### src/prr_pkg.sv
// Package for the pixel row/column readout digital model.
// Assumes a single 10 MHz clock; all sensor control pins except reference_level_row_reset are sampled in this domain.
package prr_pkg;
  localparam int ADDR_W = 10;
  localparam int DATA_W = 10;
  localparam int CLK_NS = 100;
  // Converter output delay after the falling conversion edge.
  localparam int ADC_VALID_NS = 20;
  localparam int ADC_VALID_CYC = (ADC_VALID_NS + CLK_NS - 1) / CLK_NS;
  // Column pipeline depth: first pixel valid at the third column clock rise.
  localparam int PIPE_DEPTH = 3;
  // Column clock idle time treated as unsafe, in microseconds.
  localparam int IDLE_US = 100;
  localparam int IDLE_CYC = IDLE_US * 1000 / CLK_NS;
  // Row sampling sequence states.
  typedef enum logic [1:0] {
    prr_idle,
    prr_sig,
    prr_rst,
    prr_ref
  } prr_samp_e;
endpackage

### src/prr_readout.sv
// Digital control side of a directly addressed pixel array readout.
// Assumes all strobes come from an external controller, asynchronous to clock.
// How it works
// Row strobe latches address, selects row.
// Controller may change address after row latch.
// Controller waits 3.6 us before sample fall.
// Sample pulses each last 0.4 us.
// Reset rises no earlier than sample fall.
// Reset pulse held at least 200 ns.
// Reference sample falls 1.6 us after reset.
// Reset rises no earlier than row strobe fall.
// Sample, reset, reference order captures both levels.
// After sampling, readout starts; other rows resettable.
// Calibration starts 100-200 ns after sample rise.
// Calibration once per frame, at least 100 ns.
// Column strobe rising edge latches column address.
// Column clock loads selection, drives subtraction.
// First pixel valid at third column clock.
// Converter result valid 20 ns after falling edge; the model presents it one clock after the synchronised fall.
// Controller keeps column clock running always; the model stops it while col_run is low.
// Idle column clock is flagged unsafe.
// Converter outputs disableable; converter can power down.
// Colour variant: pixel (0,0) is red.
// Converter bit 0 lowest, bit 9 highest.
// Reference reset unused without dual slope.
// Integration time runs from reset to selection.
// Controller walks rows then columns in window.
`timescale 1ns/1ps
module prr_readout
  import prr_pkg::*;
#(
  parameter int IDLE_LIMIT = IDLE_CYC
) (
  // Clock and reset.
  input wire logic clock,
  input wire logic nrst,
  // Shared address and strobes from the controller.
  input wire logic [ADDR_W-1:0] address,
  input wire logic row_address_load,
  input wire logic column_address_load,
  input wire logic signal_sample,
  input wire logic row_reset,
  input wire logic reset_sample,
  input wire logic reference_level_row_reset,
  input wire logic column_clock,
  input wire logic converter_clock,
  input wire logic converter_output_enable_n,
  input wire logic converter_power_down,
  // Digitised pixel sample from the analog path.
  input wire logic [DATA_W-1:0] pixel_level,
  // Row and column state.
  output logic [ADDR_W-1:0] selected_row,
  output logic [ADDR_W-1:0] reset_row,
  output logic [ADDR_W-1:0] column_address,
  output logic [ADDR_W-1:0] selected_column,
  output logic row_sampled,
  output logic pixel_valid,
  output logic pixel_red,
  output logic column_clock_unsafe,
  // Converter data pins, bit 0 lowest.
  output logic [DATA_W-1:0] converter_data,
  output logic [DATA_W-1:0] converter_data_oe_n
);
  // Two-flop synchronisers for every pin input except reference_level_row_reset, which is not used.
  localparam int NS = 9;
  logic [NS-1:0] s1, s2, s3;
  logic [ADDR_W-1:0] a1, a2;
  logic [DATA_W-1:0] p1, p2;
  wire [NS-1:0] pins = {row_address_load, column_address_load, signal_sample, row_reset,
    reset_sample, column_clock, converter_clock, converter_output_enable_n,
    converter_power_down};
  always_ff @(posedge clock or negedge nrst) begin
    if (!nrst) begin
      s1 <= '0;
      s2 <= '0;
      s3 <= '0;
      a1 <= '0;
      a2 <= '0;
      p1 <= '0;
      p2 <= '0;
    end else begin
      s1 <= pins;
      s2 <= s1;
      s3 <= s2;
      a1 <= address;
      a2 <= a1;
      p1 <= pixel_level;
      p2 <= p1;
    end
  end

  // Edge decode on the synchronised copies; s3 is only the delayed second stage.
  function automatic logic rise(input logic now, input logic old);
    return now & ~old;
  endfunction
  wire row_ld_rise = rise(s2[8], s3[8]);
  wire col_ld_rise = rise(s2[7], s3[7]);
  wire sig_fall = rise(s3[6], s2[6]);
  wire rst_rise = rise(s2[5], s3[5]);
  wire rst_fall = rise(s3[5], s2[5]);
  wire ref_fall = rise(s3[4], s2[4]);
  wire colclk_rise = rise(s2[3], s3[3]);
  wire adc_fall = rise(s3[2], s2[2]);
  wire adc_oe_n = s2[1];
  wire adc_pd = s2[0];

  // Row sampling sequence: signal sample, row reset, reference sample.
  prr_samp_e state;
  prr_samp_e next_state;
  always_comb begin
    next_state = state;
    unique case (state)
      prr_idle: if (row_ld_rise) next_state = prr_sig;
      prr_sig: if (sig_fall) next_state = prr_rst;
      prr_rst: if (rst_fall) next_state = prr_ref;
      prr_ref: if (ref_fall) next_state = prr_idle;
    endcase
    if (row_ld_rise) next_state = prr_sig;
  end
  wire seq_done = (state == prr_ref) && ref_fall;

  // Row address and reset-row capture; a reset names whatever address is present.
  always_ff @(posedge clock or negedge nrst) begin
    if (!nrst) begin
      state <= prr_idle;
      selected_row <= '0;
      reset_row <= '0;
      row_sampled <= 1'b0;
    end else begin
      state <= next_state;
      if (row_ld_rise) selected_row <= a2;
      if (rst_rise) reset_row <= a2;
      if (row_ld_rise) row_sampled <= 1'b0;
      else if (seq_done) row_sampled <= 1'b1;
    end
  end

  // Column latch, selection register and three-stage output pipeline.
  logic [PIPE_DEPTH-1:0] pipe;
  logic [ADDR_W-1:0] col_pend;
  always_ff @(posedge clock or negedge nrst) begin
    if (!nrst) begin
      column_address <= '0;
      selected_column <= '0;
      pipe <= '0;
      pixel_valid <= 1'b0;
      pixel_red <= 1'b0;
    end else begin
      if (col_ld_rise) column_address <= a2;
      if (colclk_rise) begin
        selected_column <= column_address;
        pipe <= {pipe[PIPE_DEPTH-2:0], 1'b1};
        pixel_valid <= pipe[PIPE_DEPTH-2];
        // Colour follows the column being loaded, so it always matches selected_column.
        pixel_red <= ~selected_row[0] & ~col_pend[0];
      end
      // A new column address restarts the pipeline, so valid drops until it refills.
      if (col_ld_rise) begin
        pipe <= '0;
        pixel_valid <= 1'b0;
      end
    end
  end
  assign col_pend = column_address;

  // Idle watchdog on the column clock; counter saturates at its limit.
  logic [$clog2(IDLE_LIMIT+1)-1:0] idle_cnt;
  always_ff @(posedge clock or negedge nrst) begin
    if (!nrst) begin
      idle_cnt <= '0;
      column_clock_unsafe <= 1'b0;
    end else begin
      if (colclk_rise) idle_cnt <= '0;
      else if (idle_cnt != IDLE_LIMIT[$bits(idle_cnt)-1:0]) idle_cnt <= idle_cnt + 1'b1;
      column_clock_unsafe <= (idle_cnt == IDLE_LIMIT[$bits(idle_cnt)-1:0]);
    end
  end

  // Converter: sample on the falling clock edge, present one cycle later
  // (rounded up from 20 ns). Output enables drop while driving.
  always_ff @(posedge clock or negedge nrst) begin
    if (!nrst) begin
      converter_data <= '0;
      converter_data_oe_n <= '1;
    end else begin
      if (adc_fall && !adc_pd) converter_data <= p2;
      converter_data_oe_n <= {DATA_W{adc_oe_n | adc_pd}};
    end
  end

  // Rises seen since the last column load, counted apart from the pipeline it checks.
  logic [1:0] rise_seen;
  always_ff @(posedge clock or negedge nrst) begin
    if (!nrst) begin
      rise_seen <= 2'h0;
    end else if (col_ld_rise) begin
      rise_seen <= 2'h0;
    end else if (colclk_rise && rise_seen != 2'h3) begin
      rise_seen <= rise_seen + 2'h1;
    end
  end

  // Checks on the device's own behaviour.
  property p_row_latch;
    @(posedge clock) disable iff (!nrst)
      row_ld_rise |=> selected_row == $past(a2);
  endproperty
  a_row_latch: assert property (p_row_latch) else $error("row not latched");
  property p_col_latch;
    @(posedge clock) disable iff (!nrst)
      col_ld_rise |=> column_address == $past(a2);
  endproperty
  a_col_latch: assert property (p_col_latch) else $error("column not latched");
  property p_col_sel;
    @(posedge clock) disable iff (!nrst)
      colclk_rise |=> selected_column == $past(col_pend);
  endproperty
  a_col_sel: assert property (p_col_sel) else $error("column select missed");
  property p_pipe;
    @(posedge clock) disable iff (!nrst)
      col_ld_rise |=> !pixel_valid;
  endproperty
  a_pipe: assert property (p_pipe) else $error("pixel valid kept after column load");
  property p_valid_count;
    @(posedge clock) disable iff (!nrst)
      pixel_valid == (rise_seen == 2'h3);
  endproperty
  a_valid_count: assert property (p_valid_count) else $error("pixel valid off third rise");
  property p_valid_third;
    @(posedge clock) disable iff (!nrst)
      $rose(pixel_valid) |-> $past(pipe[1]) && $past(colclk_rise);
  endproperty
  a_valid_third: assert property (p_valid_third) else $error("pixel valid early");
  property p_seq;
    @(posedge clock) disable iff (!nrst)
      $rose(row_sampled) |-> $past(state) == prr_ref;
  endproperty
  a_seq: assert property (p_seq) else $error("row sampled out of order");
  property p_adc;
    @(posedge clock) disable iff (!nrst)
      (adc_fall && !adc_pd) |=> converter_data == $past(p2);
  endproperty
  a_adc: assert property (p_adc) else $error("converter result missing");
  property p_oe;
    @(posedge clock) disable iff (!nrst)
      adc_pd |=> converter_data_oe_n == '1;
  endproperty
  a_oe: assert property (p_oe) else $error("pins driven in power down");
  property p_idle;
    @(posedge clock) disable iff (!nrst)
      colclk_rise |=> ##1 !column_clock_unsafe;
  endproperty
  a_idle: assert property (p_idle) else $error("unsafe flag after clock");
  property p_red;
    @(posedge clock) disable iff (!nrst)
      colclk_rise |=> pixel_red == (!$past(selected_row[0]) && !$past(col_pend[0]));
  endproperty
  a_red: assert property (p_red) else $error("origin pixel not red");
endmodule

### config.mk
export PLATFORM = sky130hd
export DESIGN_NAME = prr_readout
export DESIGN_NICKNAME = d
export VERILOG_FILES = /design/src/prr_pkg.sv /design/src/prr_readout.sv
export SDC_FILE = /design/constraint.sdc
export NUM_CORES = 1
export LEC_CHECK = 0
export BUFFER_PORTS_ARGS = -buffer_cell sky130_fd_sc_hd__buf_4
export CAP_MARGIN = 20
export CORE_MARGIN = 2
export CORE_UTILIZATION = 51
export CTS_CLUSTER_DIAMETER = 50
export DETAILED_ROUTE_END_ITERATION = 8
export PLACE_DENSITY = 0.75
export SYNTH_ARGS = -nofsm -noshare
export SYNTH_HDL_FRONTEND = slang
export SYNTH_SLANG_ARGS = --single-unit
### constraint.sdc
create_clock -name clock -period 3.6 [get_ports clock]
set_input_delay 0.18 -clock clock [delete_from_list [all_inputs] [get_ports clock]]
set_output_delay 0.18 -clock clock [all_outputs]
set_load 0.02 [all_outputs]
After elaboration in Yosys (flattened, before gate mapping)
Index checks and enable logic that the tools add are counted.
{"block": "totals", "regBits": 136, "in_bits": 32, "output_inout_bits": 64, "wordCells": 71}
{"block": "op_classes", "addsub": 1, "n_eq_ne": 9, "n_mux": 13, "bitwise": 20, "n_reduce_logical": 8}
{"cell": "$mux 10", "count": 2}
{"cell": "$mux 2", "count": 6}
{"cell": "$add 10x1->10 const B", "count": 1}
{"cell": "$eq 10x10->1 const B", "count": 1}
{"cell": "$ne 10x10->1 const B", "count": 1}
{"cell": "$not 1->1", "count": 10}
{"cell": "$and 1x1->1", "count": 9}
{"cell": "$ne 3x3->1 const B", "count": 3}
{"cell": "$pmux 2 s3", "count": 1}
{"cell": "$reduce_bool 2->1", "count": 3}
{"cell": "$eq 2x2->1 const B", "count": 2}
{"cell": "$mux 1", "count": 4}
{"cell": "$reduce_and 4->1", "count": 1}
{"cell": "$eq 2x1->1 const B", "count": 1}
{"cell": "$logic_and 1x1->1", "count": 2}
{"cell": "$logic_not 2->1", "count": 1}
{"cell": "$ne 2x2->1 const B", "count": 1}
{"cell": "$logic_not 1->1", "count": 1}
{"cell": "$or 1x1->1", "count": 1}

Longest topological paths before layout
{"block": "logic_depth", "depth_word": 5, "depth_mapped": 5, "ltp_nobuf": 5}

Worst setup path before layout
Ideal clock, no wire load.
{"block": "synth_path", "path_kind": "register to register", "startpoint": "register idle_cnt[0]", "endpoint": "register idle_cnt[0]", "arrival_ns": 1.292, "required_time_ns": 3.521, "setup_slack_ns": 2.228, "path_stages_with_launch": 6, "period_less_slack_ns": 1.372, "path_cell_list": "dfrtp_1 -> inv_1 -> ha_1 -> nand4b_1 -> nor4_4 -> mux2i_1"}
{"block": "synth_via", "elab_chain_len": 3, "elab_cells_between_ends": 5}
{"element": "start: declaration", "line_no": "prr_readout.sv:167", "text": "logic [$clog2(IDLE_LIMIT+1)-1:0] idle_cnt;"}
{"element": "start signal: assignment", "line_no": "prr_readout.sv:174", "text": "else if (idle_cnt != IDLE_LIMIT[$bits(idle_cnt)-1:0]) idle_cnt <= idle_cnt + 1'b1;"}
{"element": "$add 10x1->10", "line_no": "prr_readout.sv:174"}
{"element": "$mux 10", "line_no": "prr_readout.sv:174"}
{"element": "$mux 10", "line_no": "prr_readout.sv:173", "text": "if (colclk_rise) idle_cnt <= '0;"}
Several ways; a longest one is shown, not always the timed one. The select of a mux whose other input is x is not followed.
A chain may end at the register's enable or synchronous reset.

Final worst setup path
{"block": "layout_path", "startpoint": "register s3[5]", "endpoint": "register reset_row[5]"}
{"block": "layout_via", "elab_chain_len": 2}
{"element": "start: declaration", "line_no": "prr_readout.sv:66", "text": "logic [NS-1:0] s1, s2, s3;"}
{"element": "start signal: assignment", "line_no": "prr_readout.sv:76", "text": "s3 <= '0;"}
{"element": "start signal: assignment", "line_no": "prr_readout.sv:84", "text": "s3 <= s2;"}
{"element": "$not 1->1", "line_no": "prr_readout.sv:94", "text": "return now & ~old;"}
{"element": "$and 1x1->1", "line_no": "prr_readout.sv:94"}
{"element": "end signal: assignment", "line_no": "prr_readout.sv:127", "text": "reset_row <= '0;"}
{"element": "end signal: assignment", "line_no": "prr_readout.sv:132", "text": "if (rst_rise) reset_row <= a2;"}
{"element": "end: declaration", "line_no": "prr_readout.sv:53", "text": "output logic [ADDR_W-1:0] reset_row,"}
No other way between the ends.

==> flow_summary.yaml <==
routing:
  drc: 0
  num_vias: 2781
  final_antenna_net_count: 0
  routed_wl_um: 8590
  drtIter0Drc: 109
  vias_per_cell: 4.90
  drtPass1Iterations: 4
  wl_per_cell_um: 15.1
setup_path:
  start_kind: "flip-flop"
  critPathArrivalTime_ns: 2.05
  setup.worst_path.end_class: "flip-flop"
  worstPathMaxFanout: 10
  path_class: "flip-flop to flip-flop"
  r2r_slack_ns: 1.94
  crit_required_ns: 3.99
placement:
  io_buffers: 94
  routabilityCongestion: 0.792
  dp.final_hpwl_um: 5110
  placed_cells: 504
floorplan:
  core_area_mm2: 0.00864
  die_w_um: 97.9
  dieArea_mm2: 0.00957
  num_rows: 34
  fp.dieH_um: 97.9
  start_util: 0.520
  io_pins: 96
power:
  ir_worst_vdd_mv: 0.504
  p_leak_uw: 0.00295
  power_uw: 4080
  p_per_area_mw_per_mm2: 658
timing:
  hold_viol: 0
  period_share: 0.461
  rsz0062_at_grt: "no"
  finalMaxSlewViolations: 0
  setup_viol: 0
  tightest_slew_ns: 1.00
  finalSetupTns_ns: 0
  fin_crit_ns: 1.66
  fin_skew_ns: 0.00681
  slew_headroom: 0.332
  max_clock_freq_mhz: 603
  timing.hold.ws_ns: 0.134
min_path:
  hp-class: "input pin to asynchronous set/reset pin"
global_routing:
  antenna_found_initial: 0
  grt_pass1_vias: 2937
  grt_pass1_wl_um: 14600
  grt_usage: 0.200
  grt_overflow: 0
  grt_max_degree: 120
clock_tree:
  cts_buffers: 17
  clk_latency_ns: 0.51
  cts_tree: "yes"
  clk_pin_slew_ns: 0.06
  h-tree-depth: 4
  cts.sinks: 134
  cts_buffer_depth: 2
  post_cts_buffers: 0
  root_buffer: "clkbuf_8"
layout:
  finalNonFillerCells: 567
  area_growth_pct: 37.9
  layout.nets: 480
  final_cell_mix: "133 x dfrtp_1, 96 x buf_4, 71 x nand2_1"
  antenna-diode-count: 0
  drive_gt1_frac: 0.359
  final_common_cell: "dfrtp_1"
logic_synthesis:
  synth_xor_area_frac: 0.00585
  yosysTopAreaCellShare: 0.741
  synth_warnings: 0
  avgSynthCellArea_um2: 14.2
  yosysTopAreaCell: "dfrtp_1"
  synth_adder_area_share: 0.00557
  synth_area_mm2: 0.00449
  synth_compound_area_frac: 0.0226
  synth.distinct_cells: 34
  synth_fp_nets: 351
  synth_cells: 317
  synth_area_leaders: "dfrtp_1 74%, mux2_2 7.5%, nand2_1 5.9%, buf_4 1.5%, inv_1 0.75%"
  yosysSeqAreaShare: 0.747
  synthMuxAreaShare: 0.0797
  yosys.area_share.simple: 0.108
  synth_top_family_by_area: "simple AND/OR/NAND/NOR gates"
  synth-seq-cells: 134
flow_run:
  maxCapViolCount: 0
status:
  status: "completed"
## repair_timing
action,4_1_cts,5_1_grt
gates resized for setup,0,0
endpoints found under the setup margin,0,0
endpoints found under the hold margin,146,0
hold buffers,30,0
## cells in the mapped netlist
master    number
o31ai_1        2
nand4b_1       1
nor4_4         1
or2_2          1
buf_4          9
o211ai_1       1
nor2b_1        3
dfrtp_1      133
nand3_1        3
a21oi_1        6
buf_2          4
o21ai_0        3
or3_1          3
o21a_1         1
nand3b_1       3
nor2_1         5
ha_1           2
mux2i_1        2
nand2_1       71
a21boi_0       1
clkbuf_1       5
nand4_1        3
xnor2_1        3
nor3b_1        1
o311ai_0       1
o31a_2         1
nor3_1         2
nand2b_1       3
inv_1          9
or4_1          1
dfstp_2        1
nand4_4        1
nor4_1         1
mux2_2        30
## per-layer routing
metal,share of wire,up-vias,GRT usage
li1,-,1305,-
met1,0.41,1403,0.243
met2,0.54,65,0.341
met3,0.042,8,0.0580
met4,0.0086,0,0.0801
met5,0,-,0
## worst paths after layout
| path | start | to | cells past startpoint |
|---|---|---|---|
| max in group asynchronous | nrst | selected_column[8] | 4 |
| worst min-delay path | nrst | s1[3] | 2 |
| worst max register to register | s3[5] | reset_row[5] | 2 |
| worst min register to register | a1[0] | a2[0] | 0 |
| worst max-delay path | s3[5] | reset_row[5] | 2 |
| min in group clock | converter_output_enable_n | s1[1] | 2 |
## worst max-delay path: stages (launching register included)
cell and delay [ns]:
dfrtp_1 0.38, nor2b_1 0.74, mux2_2 0.42
## cell type report
class	instances	area [um^2]
flip-flops and latches	134	3350
fillers	583	2440
repair buffers	128	1060
multi-input cells	156	997
clock buffers	18	428
clock inverters	14	188
well taps	108	135
inverters	9	33.8
## logic make-up (layout without fill, tap and decap cells)
group | after synthesis | count (layout)
fa+ha+maj | 2 | 2
simple gates | 103 | 103
mux | 32 | 32
compound gates | 16 | 16
xor+xnor | 3 | 3
flops | 134 | 134
buf+inv | 27 | 169
## power breakdown
| group | switching, uW | internal (uW) | total, uW |
|---|---|---|---|
| logic | 289 | 257 | 546 |
| clock network | 668 | 1090 | 1760 |
| registers | 111 | 1660 | 1770 |
## state kept, by name, indices dropped and copies added (netlist names), 9 cells and up
signal,flops
p1,10
a1,10
selected_column,10
idle_cnt,10
s1,9
reset_row,10
selected_row,10
s2,9
converter_data,10
column_address,10
p2,10
a2,10
## metrics by stage
stage               area (um^2)   util  setup slack (ns)
finish                     6200  0.717              1.94
global route               6200  0.717              1.85
CTS                        6170  0.714              1.92
detailed placement         5250  0.608              1.92
global placement           5250  0.608              1.96
floorplan                  4490      -              2.23
Note: power is estimated with default switching activity, not from simulation.
